--- config.mk ---
export PLATFORM = sky130hd
export DESIGN_NAME = atc_top
export DESIGN_NICKNAME = d
export VERILOG_FILES = /design/src/logic/atc_pkg.sv /design/src/logic/atc_top.sv /design/src/logic/atc_timer.sv
export VERILOG_INCLUDE_DIRS = /design/src /design/src/logic
export SDC_FILE = /design/constraint.sdc
export NUM_CORES = 1
export LEC_CHECK = 0
export ABC_AREA = 1
export BUFFER_PORTS_ARGS = -buffer_cell sky130_fd_sc_hd__buf_2
export CORE_MARGIN = 1.5
export CORE_UTILIZATION = 51
export DETAILED_ROUTE_END_ITERATION = 12
export PLACE_DENSITY = 0.77
export RECOVER_POWER = 100
export SLEW_MARGIN = 20
export SYNTH_ARGS = -nofsm -noshare
export SYNTH_HDL_FRONTEND = slang
export SYNTH_SLANG_ARGS = --single-unit
--- constraint.sdc ---
create_clock -name core_clk -period 10.5 [get_ports core_clk]
set_input_delay 2.1 -clock core_clk [delete_from_list [all_inputs] [get_ports core_clk]]
set_output_delay 2.1 -clock core_clk [all_outputs]
set_load 0.02 [all_outputs]
--- src/logic/atc_consts.svh ---
`ifndef ATC_CONSTS_SVH
`define ATC_CONSTS_SVH

// Timebase
`define ATC_CLK_PERIOD_NS   50
`define ATC_TICK_NS         1000
`define ATC_TICK_CYCLES     (`ATC_TICK_NS / `ATC_CLK_PERIOD_NS)

// Astable limit, 70 minutes in microseconds
`define ATC_ASTABLE_MAX_MIN 70
`define ATC_ASTABLE_MAX_US  (`ATC_ASTABLE_MAX_MIN * 60 * 64'd1000000)

// Port widths
`define ATC_CNT_W           32
`define ATC_CC_W            4
`define ATC_ISO_W           2
`define ATC_DIFF_W          4
`define ATC_TTL_W           8

// Reset values
`define ATC_RST_CNT         32'h0000_0000
`define ATC_RST_TTL         8'h00
`define ATC_RST_OE_N        2'h3

`endif

--- src/logic/atc_pkg.sv ---
package atc_pkg;

   typedef enum logic [1:0] {
      ATC_EVT_LINE  = 2'b00,
      ATC_EVT_FRAME = 2'b01,
      ATC_EVT_USEC  = 2'b10
   } atc_evt_t;

   typedef enum logic [1:0] {
      ATC_GATE_LINE  = 2'b00,
      ATC_GATE_FRAME = 2'b01,
      ATC_GATE_TRIG  = 2'b10,
      ATC_GATE_ACQ   = 2'b11
   } atc_gate_t;

   typedef enum logic [1:0] {
      ATC_ISO_SW    = 2'b00,
      ATC_ISO_EXPO0 = 2'b01,
      ATC_ISO_EXPO1 = 2'b10,
      ATC_ISO_TRIG  = 2'b11
   } atc_iso_src_t;

   typedef enum logic [1:0] {
      ATC_MONO_ASTABLE = 2'b00,
      ATC_MONO_TRIG    = 2'b01,
      ATC_MONO_SW      = 2'b10
   } atc_mono_src_t;

   typedef enum logic {
      ATC_DLY_IDLE = 1'b0,
      ATC_DLY_PEND = 1'b1
   } atc_dly_state_t;

   typedef struct packed {
      logic [2:0] src;         // 0..1 isolated inputs, 2..5 diff inputs
      logic       edge_mode;   // 1 edge, 0 level
      logic       use_astable; // astable drives the trigger
      logic       delay_en;
      logic       delay_lines; // 1 count lines, 0 count microseconds
   } atc_trig_cfg_t;

   typedef struct packed {
      atc_evt_t  evt_type;
      atc_gate_t gate;
   } atc_evt_cfg_t;

endpackage

--- src/logic/atc_top.sv ---
`timescale 1ns/1ns
`include "atc_consts.svh"

// Function
// - Five independent 32-bit timers: astable, two monostables, delay, events.
// - Astable period set in 1 us steps from 1 us to 70 minutes.
// - Astable pulse serves as monostable source or as acquisition trigger.
// - Two monostables share one selected trigger, each with its own width.
// - Trigger delay counts microseconds or received lines, chosen by config.
// - A pending delay is never restarted; later triggers are dropped.
// - Event counter counts lines, frames or microseconds.
// - Count only inside the chosen gate: line, frame, trigger, acquisition.
// - Both the live count and the previous gate's final count are readable.
// - Each camera control bit is a static level or an exposure pulse.
// - Each isolated output is software level, timer or routed trigger.
// - Isolated port has two inputs and two outputs.
// - Differential inputs act as trigger sources or encoder inputs.
// - Each 8-bit TTL port switches direction as a whole.
// - One interrupt output rises on any enabled event source.
// - Trigger is level or edge sensitive on one selected input.
// - Latch enable low reads live pins; its rising edge freezes them.
module atc_top
   import atc_pkg::*;
#(
   parameter int CW  = `ATC_CNT_W,
   parameter int TTW = `ATC_TTL_W
) (
   input  wire logic                   core_clk,
   input  wire logic                   sys_rst,
   input  wire logic                   line_valid_in,
   input  wire logic                   frame_valid_in,
   input  wire logic                   acq_active,
   input  wire logic [`ATC_ISO_W-1:0]  isolated_input_a,
   input  wire logic [`ATC_DIFF_W-1:0] diff_trigger_input,
   input  wire logic [TTW-1:0]         ttl_a_in,
   input  wire logic [TTW-1:0]         ttl_b_in,
   input  wire logic [1:0]             ttl_latch_en,
   input  wire atc_trig_cfg_t          trig_cfg,
   input  wire logic                   astable_en,
   input  wire logic [CW-1:0]          astable_period,
   input  wire atc_mono_src_t          mono_src,
   input  wire logic                   mono_sw_fire,
   input  wire logic [CW-1:0]          mono_width0,
   input  wire logic [CW-1:0]          mono_width1,
   input  wire logic [CW-1:0]          delay_value,
   input  wire atc_evt_cfg_t           evt_cfg,
   input  wire logic [`ATC_CC_W-1:0]   cc_pulse_mode,
   input  wire logic [`ATC_CC_W-1:0]   cc_pulse_sel,
   input  wire logic [`ATC_CC_W-1:0]   cc_level,
   input  wire atc_iso_src_t           iso_src0,
   input  wire atc_iso_src_t           iso_src1,
   input  wire logic [`ATC_ISO_W-1:0]  iso_level,
   input  wire logic [1:0]             diff_encoder_mode,
   input  wire logic [1:0]             ttl_dir_out,
   input  wire logic [TTW-1:0]         ttl_a_wr,
   input  wire logic [TTW-1:0]         ttl_b_wr,
   input  wire logic [5:0]             irq_events,
   input  wire logic [5:0]             irq_enable,
   output logic [`ATC_CC_W-1:0]        camera_control_bit_r,
   output logic [`ATC_ISO_W-1:0]       isolated_output_a_r,
   output logic                        acq_trigger_r,
   output logic                        trig_pending_r,
   output logic [1:0]                  encoder_step_r,
   output logic [CW-1:0]               evt_live_r,
   output logic [CW-1:0]               evt_final_r,
   output logic [TTW-1:0]              ttl_a_out_r,
   output logic [TTW-1:0]              ttl_b_out_r,
   output logic [1:0]                  ttl_oe_n_r,
   output logic [TTW-1:0]              ttl_a_rd_r,
   output logic [TTW-1:0]              ttl_b_rd_r,
   output logic                        irq_r
);

   localparam int SW    = 2 + `ATC_ISO_W + `ATC_DIFF_W + 2 * TTW + 2;
   localparam int TICKC = `ATC_TICK_CYCLES;
   localparam logic [CW-1:0] AST_MAX = CW'(`ATC_ASTABLE_MAX_US);

   logic [SW-1:0]        pin_s1_r, pin_s2_r, pin_d_r;
   logic                 lval, fval, lval_rise, fval_rise, fval_fall;
   logic [`ATC_ISO_W-1:0]  iso_in;
   logic [`ATC_DIFF_W-1:0] diff_in, diff_rise;
   logic [TTW-1:0]       ttl_a_pin, ttl_b_pin;
   logic [1:0]           len, len_rise;
   logic [5:0]           trig_lvls, trig_rise;
   logic [4:0]           us_cnt_r;
   logic                 us_tick_r;
   logic                 ast_busy, ast_done, mono_fire;
   logic [1:0]           mono_busy;
   logic [CW-1:0]        ast_load;
   logic                 raw_evt, dly_done, dly_busy, dly_tick;
   logic                 trig_out, envelope;
   atc_dly_state_t       dly_state_r;
   logic                 gate, gate_d_r, evt_pulse;

   // Two-stage synchroniser for every pin input
   always_ff @(posedge core_clk or posedge sys_rst) begin
      if (sys_rst) begin
         pin_s1_r <= '0;
         pin_s2_r <= '0;
         pin_d_r  <= '0;
      end else begin
         pin_s1_r <= {line_valid_in, frame_valid_in, isolated_input_a,
                      diff_trigger_input, ttl_a_in, ttl_b_in, ttl_latch_en};
         pin_s2_r <= pin_s1_r;
         pin_d_r  <= pin_s2_r;
      end
   end

   // Unpack synchronised pins and their rising edges
   assign {lval, fval, iso_in, diff_in, ttl_a_pin, ttl_b_pin, len} = pin_s2_r;
   assign lval_rise = lval & ~pin_d_r[SW-1];
   assign fval_rise = fval & ~pin_d_r[SW-2];
   assign fval_fall = ~fval & pin_d_r[SW-2];
   assign diff_rise = diff_in & ~pin_d_r[2*TTW+2 +: `ATC_DIFF_W];
   assign len_rise  = len & ~pin_d_r[1:0];
   assign trig_lvls = {diff_in, iso_in};
   assign trig_rise = {diff_rise,
                       iso_in & ~pin_d_r[`ATC_DIFF_W+2*TTW+2 +: `ATC_ISO_W]};

   // Microsecond prescaler
   always_ff @(posedge core_clk or posedge sys_rst) begin
      if (sys_rst) begin
         us_cnt_r  <= '0;
         us_tick_r <= 1'b0;
      end else begin
         us_tick_r <= (us_cnt_r == 5'(TICKC - 1));
         us_cnt_r  <= (us_cnt_r == 5'(TICKC - 1)) ? '0 : us_cnt_r + 5'd1;
      end
   end

   // Astable: reloads seamlessly so every period after the first is exact
   assign ast_load = (astable_period > AST_MAX) ? AST_MAX : astable_period;
   atc_timer #(.WIDTH(CW), .RETRIG(1'b0)) u_astable (
      .core_clk (core_clk),
      .sys_rst  (sys_rst),
      .tick     (us_tick_r),
      .start    (astable_en && !ast_busy),
      .reload   (astable_en),
      .load_val (ast_load),
      .busy_r   (ast_busy),
      .done_r   (ast_done),
      .count_r  ()
   );

   // Trigger qualification: level or edge, or the astable pulse
   assign raw_evt = trig_cfg.use_astable ? ast_done :
                    trig_cfg.edge_mode ? trig_rise[trig_cfg.src] :
                    trig_lvls[trig_cfg.src];
   assign envelope = trig_lvls[trig_cfg.src];

   // Delay counts microseconds or lines
   assign dly_tick = trig_cfg.delay_lines ? lval_rise : us_tick_r;
   atc_timer #(.WIDTH(CW), .RETRIG(1'b0)) u_delay (
      .core_clk (core_clk),
      .sys_rst  (sys_rst),
      .tick     (dly_tick),
      .start    (trig_cfg.delay_en && raw_evt
                 && dly_state_r == ATC_DLY_IDLE),
      .reload   (1'b0),
      .load_val (delay_value),
      .busy_r   (dly_busy),
      .done_r   (dly_done),
      .count_r  ()
   );

   // Pending state; further events are ignored until expiry
   always_ff @(posedge core_clk or posedge sys_rst) begin
      if (sys_rst) begin
         dly_state_r <= ATC_DLY_IDLE;
      end else begin
         case (dly_state_r)
            ATC_DLY_IDLE: begin
               if (trig_cfg.delay_en && raw_evt) begin
                  dly_state_r <= ATC_DLY_PEND;
               end
            end
            ATC_DLY_PEND: begin
               if (dly_done) begin
                  dly_state_r <= ATC_DLY_IDLE;
               end
            end
            default: dly_state_r <= ATC_DLY_IDLE;
         endcase
      end
   end

   assign trig_out = trig_cfg.delay_en ? dly_done : raw_evt;

   // Acquisition trigger and pending flag
   always_ff @(posedge core_clk or posedge sys_rst) begin
      if (sys_rst) begin
         acq_trigger_r  <= 1'b0;
         trig_pending_r <= 1'b0;
      end else begin
         acq_trigger_r  <= trig_out;
         trig_pending_r <= dly_busy;
      end
   end

   // Two exposure monostables from one common source
   assign mono_fire = (mono_src == ATC_MONO_ASTABLE) ? ast_done :
                      (mono_src == ATC_MONO_TRIG) ? trig_out :
                      (mono_src == ATC_MONO_SW) ? mono_sw_fire : 1'b0;

   atc_timer #(.WIDTH(CW), .RETRIG(1'b1)) u_mono0 (
      .core_clk (core_clk),
      .sys_rst  (sys_rst),
      .tick     (us_tick_r),
      .start    (mono_fire),
      .reload   (1'b0),
      .load_val (mono_width0),
      .busy_r   (mono_busy[0]),
      .done_r   (),
      .count_r  ()
   );

   atc_timer #(.WIDTH(CW), .RETRIG(1'b1)) u_mono1 (
      .core_clk (core_clk),
      .sys_rst  (sys_rst),
      .tick     (us_tick_r),
      .start    (mono_fire),
      .reload   (1'b0),
      .load_val (mono_width1),
      .busy_r   (mono_busy[1]),
      .done_r   (),
      .count_r  ()
   );

   // Gate and event selection
   always_comb begin
      case (evt_cfg.gate)
         ATC_GATE_LINE:  gate = lval;
         ATC_GATE_FRAME: gate = fval;
         ATC_GATE_TRIG:  gate = envelope;
         ATC_GATE_ACQ:   gate = acq_active;
         default:        gate = 1'b0;
      endcase
      case (evt_cfg.evt_type)
         ATC_EVT_LINE:  evt_pulse = lval_rise;
         ATC_EVT_FRAME: evt_pulse = fval_rise;
         ATC_EVT_USEC:  evt_pulse = us_tick_r;
         default:       evt_pulse = 1'b0;
      endcase
   end

   // Live count restarts on gate open; final count caught on close
   always_ff @(posedge core_clk or posedge sys_rst) begin
      if (sys_rst) begin
         gate_d_r    <= 1'b0;
         evt_live_r  <= `ATC_RST_CNT;
         evt_final_r <= `ATC_RST_CNT;
      end else begin
         gate_d_r <= gate;
         if (gate && !gate_d_r) begin
            evt_live_r <= CW'(evt_pulse);
         end else if (gate && evt_pulse) begin
            evt_live_r <= evt_live_r + CW'(1);
         end
         if (!gate && gate_d_r) begin
            evt_final_r <= evt_live_r;
         end
      end
   end

   // Camera control and isolated outputs
   always_ff @(posedge core_clk or posedge sys_rst) begin
      if (sys_rst) begin
         camera_control_bit_r <= '0;
         isolated_output_a_r  <= '0;
      end else begin
         for (int i = 0; i < `ATC_CC_W; i++) begin
            camera_control_bit_r[i] <= cc_pulse_mode[i] ?
               mono_busy[cc_pulse_sel[i]] : cc_level[i];
         end
         for (int j = 0; j < `ATC_ISO_W; j++) begin
            case ((j == 0) ? iso_src0 : iso_src1)
               ATC_ISO_SW:    isolated_output_a_r[j] <= iso_level[j];
               ATC_ISO_EXPO0: isolated_output_a_r[j] <= mono_busy[0];
               ATC_ISO_EXPO1: isolated_output_a_r[j] <= mono_busy[1];
               ATC_ISO_TRIG:  isolated_output_a_r[j] <= trig_out;
               default:       isolated_output_a_r[j] <= 1'b0;
            endcase
         end
      end
   end

   // Encoder steps on the first line of each differential pair
   always_ff @(posedge core_clk or posedge sys_rst) begin
      if (sys_rst) begin
         encoder_step_r <= '0;
      end else begin
         encoder_step_r <= diff_encoder_mode
                           & {diff_rise[2], diff_rise[0]};
      end
   end

   // TTL drive: enable low while driving
   always_ff @(posedge core_clk or posedge sys_rst) begin
      if (sys_rst) begin
         ttl_a_out_r <= `ATC_RST_TTL;
         ttl_b_out_r <= `ATC_RST_TTL;
         ttl_oe_n_r  <= `ATC_RST_OE_N;
      end else begin
         ttl_a_out_r <= ttl_a_wr;
         ttl_b_out_r <= ttl_b_wr;
         ttl_oe_n_r  <= ~ttl_dir_out;
      end
   end

   // TTL readback: live while latch low, frozen from its rising edge
   always_ff @(posedge core_clk or posedge sys_rst) begin
      if (sys_rst) begin
         ttl_a_rd_r <= `ATC_RST_TTL;
         ttl_b_rd_r <= `ATC_RST_TTL;
      end else begin
         if (!len[1] || len_rise[1]) begin
            ttl_a_rd_r <= ttl_a_pin;
         end
         if (!len[0] || len_rise[0]) begin
            ttl_b_rd_r <= ttl_b_pin;
         end
      end
   end

   // Single interrupt line
   always_ff @(posedge core_clk or posedge sys_rst) begin
      if (sys_rst) begin
         irq_r <= 1'b0;
      end else begin
         irq_r <= |(irq_events & irq_enable);
      end
   end

endmodule // atc_top

--- src/logic/atc_timer.sv ---
`timescale 1ns/1ns
`include "atc_consts.svh"

module atc_timer #(
   parameter int WIDTH  = `ATC_CNT_W,
   parameter bit RETRIG = 1'b1
) (
   input  wire logic             core_clk,
   input  wire logic             sys_rst,
   input  wire logic             tick,
   input  wire logic             start,
   input  wire logic             reload,
   input  wire logic [WIDTH-1:0] load_val,
   output logic                  busy_r,
   output logic                  done_r,
   output logic [WIDTH-1:0]      count_r
);
   import atc_pkg::*;

   logic [WIDTH-1:0] load_eff;
   logic             last;

   // Zero is taken as the shortest interval, one tick
   assign load_eff = (load_val == '0) ? WIDTH'(1) : load_val;
   assign last     = busy_r && tick && (count_r == WIDTH'(1));

   // Down counter with optional seamless reload
   always_ff @(posedge core_clk or posedge sys_rst) begin
      if (sys_rst) begin
         count_r <= '0;
         busy_r  <= 1'b0;
      end else if (start && (!busy_r || RETRIG)) begin
         count_r <= load_eff;
         busy_r  <= 1'b1;
      end else if (last) begin
         count_r <= reload ? load_eff : '0;
         busy_r  <= reload;
      end else if (busy_r && tick) begin
         count_r <= count_r - WIDTH'(1);
      end
   end

   // One-cycle expiry pulse
   always_ff @(posedge core_clk or posedge sys_rst) begin
      if (sys_rst) begin
         done_r <= 1'b0;
      end else begin
         done_r <= last;
      end
   end

endmodule // atc_timer

==> flow_summary_export.csv, run 1 <==
group,metric,value,unit
place,place_congestion,0.9762,
setup_path,crit_path_start_kind,"input port",
grt,grt_pass1_vias,16541,
clocking,cts.sink_count,313,
worst_hold_path,min_delay_worst_endpoint,"pin_s2_r[5]",
clocking,cts.repair_timing.setup_buffer_count,0,
logic_synthesis,synth_warnings,0,
logic_synthesis,synth_seq_area_share,43.58,%
logic_synthesis,synth_edf_count,0,
timing,maxSlewViolCount,446,
floorplanning,die_width,190.8,microns
pwr,power_density,204.4,nW/um^2
timing,max_slew.worst_pin.slew,4161,ps
timing,fin_skew,22.53,ps
floorplanning,core_region_area,34630,sq um
grt,top_usage_layer,"met2",
clocking,clockBufferDepth,3,
floorplanning,ports,331,
drt,antenna_violating_nets_post_route,0,
floorplanning,floorplan.initialDensity,51.92,%
setup_path,worstSetupEndpointType,"flip-flop",
setup_path,critPathRequiredTime,10960,ps
clocking,clock_insertion_delay_worst_skew,530,ps
worst_hold_path,worstHoldPathCells,0,
finish,area_delta_synth_final,16.63,%
clocking,clockRootBuffer,"sky130_fd_sc_hd__clkbuf_16",
timing,period_share,66.85,%
setup_path,reg2reg_from,"pin_s2_r[18]",
grt,groute.usage.overall,27.05,%
finish,final_util,60.55,%
grt,grt_pass1_wl,80530,microns
drt,initialDrtViolationCount,1196,
setup_path,reg2reg_to,"u_mono0.count_r[28]",
logic_synthesis,synth-seq-cells,313,
clocking,cts_resized,0,
logic_synthesis,syn-mean-instance-area,7.353,sq um
grt,grt_util_met2,46.85,%
logic_synthesis,postSynth.asyncResetShare,100.0,%
timing,fin_tns_setup,0,ps
logic_synthesis,unique_masters_post_synth,48,
outcome,failed_checks,"capacitance limit, slew limit",
drt,vias,17368,
setup_path,path_class,"in -> reg",
logic_synthesis,combined_area_of_all_synthesized_cells,17980,sq um
setup_path,endpoint_arrival_time_on_the_critical_path,7480,ps
logic_synthesis,synth_flop_cell,"sky130_fd_sc_hd__dfrtp_1",
pwr,sum_of_internal_switching_and_leakage_power,4.287,mW
grt,antenna_found_initial,1,
logic_synthesis,yosys.area.top_type,"sky130_fd_sc_hd__dfrtp_1",
clocking,clock_tree.htree_level_count,2,
setup_path,setup.reg_to_reg.worst_slack,5040,ps
outcome,run_status,"finished, violations left",
worst_hold_path,hp-start,"pin_s1_r[5]",
grt,met1_usage,34.51,%
clocking,cts_tree,"built",
setup_path,worstRegToRegCells,11,
floorplanning,die_height,190.8,microns
timing,final_hold_viol_count,0,
drt,drt_wl_total,49460,microns
pwr,vdd_ir_drop_max,0.1501,mV
clocking,cts_buffers,36,
grt,grt_max_degree,80,
clocking,path_clk_slew,60,ps
grt,grt_util_met3,3.386,%
drt,remaining_drc_errors,0,
logic_synthesis,synthesis.nets,2677,
logic_synthesis,post_synth_most_frequent_cells,"sky130_fd_sc_hd__nand2_1, sky130_fd_sc_hd__nor2_1, sky130_fd_sc_hd__dfrtp_1, sky130_fd_sc_hd__inv_1, sky130_fd_sc_hd__nand3_1",
timing,post-route-min-period,7019,ps
worst_hold_path,hold_class,"reg -> reg",
timing,finalSetupViolations,0,
place,dpl.hpwl,35920,microns
drt,via_per_inst,5.384,
logic_synthesis,synth_top_cells_by_area,"sky130_fd_sc_hd__dfrtp_1, sky130_fd_sc_hd__nand2_1, sky130_fd_sc_hd__nor2_1, sky130_fd_sc_hd__nand3_1, sky130_fd_sc_hd__nand4_1",
logic_synthesis,netlist_instances,2445,
timing,grt_setup_unrepaired,"no",
floorplanning,fp.dieArea,36390,sq um
setup_path,critical_path.max_fanout,66,
timing,timing.slew.headroom,-177.4,%
logic_synthesis,synth_largest_type_area_fraction,43.29,%
floorplanning,core.rowCount,68,
drt,route.detailed.wl_per_inst,15.33,microns
finish,finalNetCount,2974,
timing,max_freq,0.1425,GHz
drt,drt-pass1-iter-count,6,
pwr,power.static_leakage,10.15,nW
grt,global_route.overflow_total,0,
clocking,holdBufCountCts,0,
logic_synthesis,synth.most_common_cell,"sky130_fd_sc_hd__nand2_1",
flow_run,max-cap-violations,9,
finish,drive_gt1_share,12.46,%
place,portBuffers,330,
==> power by group <==
group          leakage, nW  internal, mW  switching (mW)
logic                 5.67         0.480           0.756
registers             3.84          1.43           0.251
clock network        0.645         0.853           0.519
total                 10.2          2.76            1.53
==> per-stage QoR <==
step                cells  setup WS, ps  hold WS (ps)  cell area, sq um
floorplan            2445          4233         331.2             17980
detailed placement   3157          5149         334.7             19870
global route         3225          2932         355.4             20970
finish               3226          3481         346.0             20970
CTS                  3222          5650         346.7             21170
global placement     3157          4909         332.2             19860
==> cell families after synthesis <==
kind of cell	after synthesis	synth area share, %
adder cells (fa/ha/maj)	10	0.6959
XOR/XNOR	99	4.823
flip-flops	313	43.58
buffers and inverters	282	6.584
multiplexers	27	1.691
AO/OA/AOI/OAI	206	6.465
AND/OR/NAND/NOR	1508	36.16
==> routing by layer <==
metal	up-vias	share of wire, %
met2	603	48
met1	8151	43
met4	0	3.4
met3	114	5.8
li1	8500	-
met5	-	0
==> state kept, by name, indices dropped and copies added, names as in the netlist, 2 cells and up <==
signal and count:
camera_control_bit_r 4, encoder_step_r 2, evt_final_r 32, evt_live_r 32, isolated_output_a_r 2, pin_d_r 10
pin_s1_r 26, pin_s2_r 26, ttl_a_out_r 8, ttl_a_rd_r 8, ttl_b_out_r 8, ttl_b_rd_r 8
ttl_oe_n_r 2, u_astable.count_r 32, u_delay.count_r 32, u_mono0.count_r 32, u_mono1.count_r 32, us_cnt_r 5
==> worst max-delay path, stage by stage <==
cell and delay [ps]:
sky130_fd_sc_hd__clkbuf_1 220, sky130_fd_sc_hd__inv_1 170, sky130_fd_sc_hd__nand2_1 90, sky130_fd_sc_hd__nand3_1 70, sky130_fd_sc_hd__nand3_1 90, sky130_fd_sc_hd__nand3_1 70, sky130_fd_sc_hd__nand3_1 140, sky130_fd_sc_hd__nand3_1 180
sky130_fd_sc_hd__nand3_4 520, sky130_fd_sc_hd__nand3_1 1960, sky130_fd_sc_hd__nor2_4 1530, sky130_fd_sc_hd__nand2_1 180, sky130_fd_sc_hd__nand2_1 120
==> cells in the final DEF, fill, tap and decap left out, types with 5 or more instances in the layout <==
cell type and n:
sky130_fd_sc_hd__bufinv_16 6, sky130_fd_sc_hd__or2_2 6, sky130_fd_sc_hd__nand3b_1 14, sky130_fd_sc_hd__xnor2_1 31, sky130_fd_sc_hd__o31ai_1 13, sky130_fd_sc_hd__nor4_1 27
sky130_fd_sc_hd__inv_1 180, sky130_fd_sc_hd__inv_2 13, sky130_fd_sc_hd__or2_1 7, sky130_fd_sc_hd__clkbuf_16 37, sky130_fd_sc_hd__mux2_1 8, sky130_fd_sc_hd__nand2_2 5
sky130_fd_sc_hd__a31oi_1 5, sky130_fd_sc_hd__o21a_1 22, sky130_fd_sc_hd__nor3_1 47, sky130_fd_sc_hd__nand3_1 141, sky130_fd_sc_hd__o21ai_1 16, sky130_fd_sc_hd__clkbuf_1 131
sky130_fd_sc_hd__nor3_2 6, sky130_fd_sc_hd__nand2_1 772, sky130_fd_sc_hd__buf_4 5, sky130_fd_sc_hd__clkinv_2 5, sky130_fd_sc_hd__nor2_1 352, sky130_fd_sc_hd__o21ai_0 72
sky130_fd_sc_hd__mux2_2 19, sky130_fd_sc_hd__clkbuf_8 8, sky130_fd_sc_hd__xor2_1 68, sky130_fd_sc_hd__buf_2 209, sky130_fd_sc_hd__dfrtp_1 311, sky130_fd_sc_hd__nand4_1 106
sky130_fd_sc_hd__clkinv_1 5, sky130_fd_sc_hd__nor2_2 8, sky130_fd_sc_hd__nor3b_1 5, sky130_fd_sc_hd__ha_1 10, sky130_fd_sc_hd__a21oi_1 68
==> worst max-delay path by stage <==
stage	slack, ps	start	to	depth (start not counted)
floorplan	4230	sys_rst	acq_trigger_r	1
global placement	4910	trig_cfg[4]	u_mono0.count_r[1]	13
detailed placement	5150	trig_cfg[4]	u_mono1.count_r[18]	13
CTS	5650	trig_cfg[4]	u_mono0.count_r[28]	13
global route	2930	trig_cfg[4]	u_mono0.count_r[28]	13
finish	3480	trig_cfg[4]	u_mono0.count_r[28]	13
==> area by class of cell <==
class	count	area (sq um)
Clock inverter	16	249.0
Multi-Input combinational cell	1850	8931
Timing Repair Buffer	342	1580
Fill cell	3230	13660
Antenna cell	2	5.005
Sequential cell	313	7835
Inverter	199	748.2
Clock buffer	49	1051
Tap cell	455	569.3
(Power assumes the default switching activity.)
==> run 2, diff against run 1 <==
- ABC_AREA: 1 -> 0
- PLACE_DENSITY: 0.77 -> 0.75
- clock period: 10.5 -> 6.6 ns (I/O delays scaled with it)
==> run 2 against run 1 <==
  * The flow still finishes with violations (capacitance limit, slew limit)
  * Register-to-register slack worse by 2600 ps
  * Sequential cell count stayed put
  * Total power is 11% higher
  * Largest power group unchanged
  * Cell count is 30% lower
  * Sequential power is 31% higher
  * Critical endpoint is now u_mono1.count_r[14]
==> flow_summary_export.csv, run 2 <==
group,metric,value,unit
outcome,run_status,"finished, violations left",
outcome,failed_checks,"capacitance limit, slew limit",
clocking,cts.repair_timing.setup_buffer_count,0,
finish,layout.area.seq,7835,sq um
timing,finalWorstSetupSlack,1756,ps
timing,finalSetupViolations,0,
grt,groute.usage.overall,27.09,%
timing,fin_tns_setup,0,ps
clocking,holdBufCountCts,0,
timing,maxSlewViolCount,70,
grt,grt_pass1_wl,68460,microns
logic_synthesis,netlist_instances,1541,
grt,grt_pass1_vias,13308,
logic_synthesis,post_synth_most_frequent_cells,"sky130_fd_sc_hd__dfrtp_1, sky130_fd_sc_hd__o21ai_0, sky130_fd_sc_hd__nand2_1, sky130_fd_sc_hd__nor2_1, sky130_fd_sc_hd__nor3_1",
pwr,power_density,258.6,nW/um^2
logic_synthesis,synth_flop_cell,"sky130_fd_sc_hd__dfrtp_1",
setup_path,critPathRequiredTime,6960,ps
logic_synthesis,yosys.area.top_type,"sky130_fd_sc_hd__dfrtp_1",
timing,fin_skew,14.07,ps
drt,initialDrtViolationCount,1332,
setup_path,worstRegToRegCells,7,
place,dpl.hpwl,30430,microns
drt,drt_wl_total,43360,microns
logic_synthesis,synth-seq-cells,313,
drt,antenna_violating_nets_post_route,0,
worst_hold_path,worstHoldPathCells,0,
setup_path,worstSetupEndpointType,"flip-flop",
drt,via_per_inst,6.243,
pwr,power.static_leakage,7.811,nW
floorplanning,floorplan.initialDensity,51.96,%
logic_synthesis,synth_warnings,0,
floorplanning,fp.dieArea,31330,sq um
logic_synthesis,syn-mean-instance-area,10.02,sq um
timing,final_hold_viol_count,0,
timing,max_slew.worst_pin.slew,1771,ps
floorplanning,die_width,177,microns
clocking,cts.sink_count,313,
logic_synthesis,synth.most_common_cell,"sky130_fd_sc_hd__dfrtp_1",
timing,period_share,73.40,%
floorplanning,die_height,177,microns
logic_synthesis,synth_edf_count,0,
finish,n_fill_cell,2550,
finish,finalNetCount,2069,
flow_run,max-cap-violations,3,
logic_synthesis,combined_area_of_all_synthesized_cells,15440,sq um
timing,post-route-min-period,4844,ps
clocking,clockRootBuffer,"sky130_fd_sc_hd__clkbuf_16",
finish,area_of_the_multi_input_gates,7116,sq um
setup_path,crit_path_start_kind,"input port",
setup_path,endpoint_arrival_time_on_the_critical_path,5200,ps
timing,timing.slew.headroom,-18.72,%
worst_hold_path,hold_class,"reg -> reg",
finish,area_delta_synth_final,18.96,%
grt,global_route.overflow_total,0,
finish,final_cell_mix,"sky130_fd_sc_hd__dfrtp_1, sky130_fd_sc_hd__buf_2, sky130_fd_sc_hd__clkbuf_1",
drt,remaining_drc_errors,0,
finish,drive_gt1_share,19.32,%
logic_synthesis,synthesis.nets,1773,
place,portBuffers,330,
clocking,cts_resized,0,
place,place_congestion,0.8903,
floorplanning,ports,331,
setup_path,path_class,"in -> reg",
clocking,clock_insertion_delay_worst_skew,500,ps
setup_path,critical_path.max_fanout,44,
drt,route.detailed.wl_per_inst,19.20,microns
logic_synthesis,unique_masters_post_synth,76,
clocking,clock_tree.htree_level_count,2,
timing,grt_setup_unrepaired,"no",
clocking,cts_buffers,35,
place,worst_setup_slack_after_placement,1967,ps
clocking,clockBufferDepth,3,
logic_synthesis,synth_seq_area_share,50.74,%
drt,drt-pass1-iter-count,6,
grt,antenna_found_initial,6,
grt,grt_max_degree,159,
clocking,path_clk_slew,60,ps
pwr,vdd_ir_drop_max,0.1887,mV
clocking,cts_tree,"built",
timing,max_freq,0.2064,GHz
floorplanning,core_region_area,29720,sq um
logic_synthesis,synth_top_cells_by_area,"sky130_fd_sc_hd__dfrtp_1, sky130_fd_sc_hd__mux2_2, sky130_fd_sc_hd__o21ai_0, sky130_fd_sc_hd__nor4_1, sky130_fd_sc_hd__nor3_1",
pwr,sum_of_internal_switching_and_leakage_power,4.751,mW
floorplanning,core.rowCount,63,
logic_synthesis,synth_largest_type_area_fraction,50.40,%
drt,vias,14096,
logic_synthesis,postSynth.asyncResetShare,100.0,%
finish,mostFrequentLayoutCell,"sky130_fd_sc_hd__dfrtp_1",
-- run 2: cell types whose count changed after synthesis, sizes merged, moves of 35 or more --
cell	before	now
inv	194	33
nand2	778	110
nand3	143	49
nand4	106	30
nor2	364	98
nor4	27	83
o21ai	88	123
or3	0	35
xor2	68	12
-- run 2: cell type report --
cell class,count,share of cell area (%)
flip-flops and latches,313,42.65
multi-input cells,1111,38.74
diodes,5,0.06812
clock buffers,49,5.613
clock inverters,14,0.8310
well taps,390,2.656
repair buffers,343,8.760
inverters,33,0.6812
-- run 2: worst max-delay path, stage by stage --
cell and delay (ps):
sky130_fd_sc_hd__clkbuf_1 220, sky130_fd_sc_hd__mux4_2 550, sky130_fd_sc_hd__a22oi_1 290, sky130_fd_sc_hd__nand2b_1 120, sky130_fd_sc_hd__a21oi_1 1130, sky130_fd_sc_hd__or2_2 960
sky130_fd_sc_hd__clkbuf_1 450, sky130_fd_sc_hd__a31oi_1 140
-- run 2: cells by family after synthesis --
family          after synthesis  share of synthesized area (%)
buf+inv                     117                          3.120
mux                          80                          6.004
compound gates              399                          17.54
flops                       313                          50.74
xor+xnor                     17                         0.9642
fa+ha+maj                    10                         0.8103
simple gates                605                          20.83
-- run 2: worst paths after layout --
kind                               from             endpoint  slack (ps)
max in group asynchronous       sys_rst       evt_live_r[13]        3780
max                         trig_cfg[4]  u_mono1.count_r[14]        1760
max reg2reg                pin_s2_r[18]  u_mono1.count_r[14]        2440
min reg2reg                 pin_s1_r[6]          pin_s2_r[6]         350
min                         pin_s1_r[6]          pin_s2_r[6]         350
min in group asynchronous       sys_rst       ttl_a_out_r[5]        1250
-- run 2: layer usage --
metal,track usage (%),up-vias,wire (microns)
met1,36.88,6834,18040
met3,3.716,106,3448
li1,-,6439,-
met4,9.993,4,1344
met5,0,-,26
met2,44.17,713,20500
-- run 2: per-stage QoR --
step / cell area (sq um) / hold slack (ps) / util (%) / cells
after floorplan: 15440 / 331.2 / - / 1541
after global placement: 17370 / 332.3 / 58.44 / 2190
after detailed placement: 17370 / 334.7 / 58.44 / 2190
after CTS: 18550 / 347.8 / 62.42 / 2253
after global routing: 18370 / 353.0 / 61.80 / 2257
final: 18370 / 345.6 / 61.81 / 2258
-- run 2: where the power goes --
part | switching [mW] | leakage (nW) | internal, mW | total [mW]
combinational | 0.321 | 3.35 | 0.239 | 0.560
clock | 0.780 | 0.580 | 1.21 | 1.99
sequential | 0.135 | 3.88 | 2.07 | 2.20
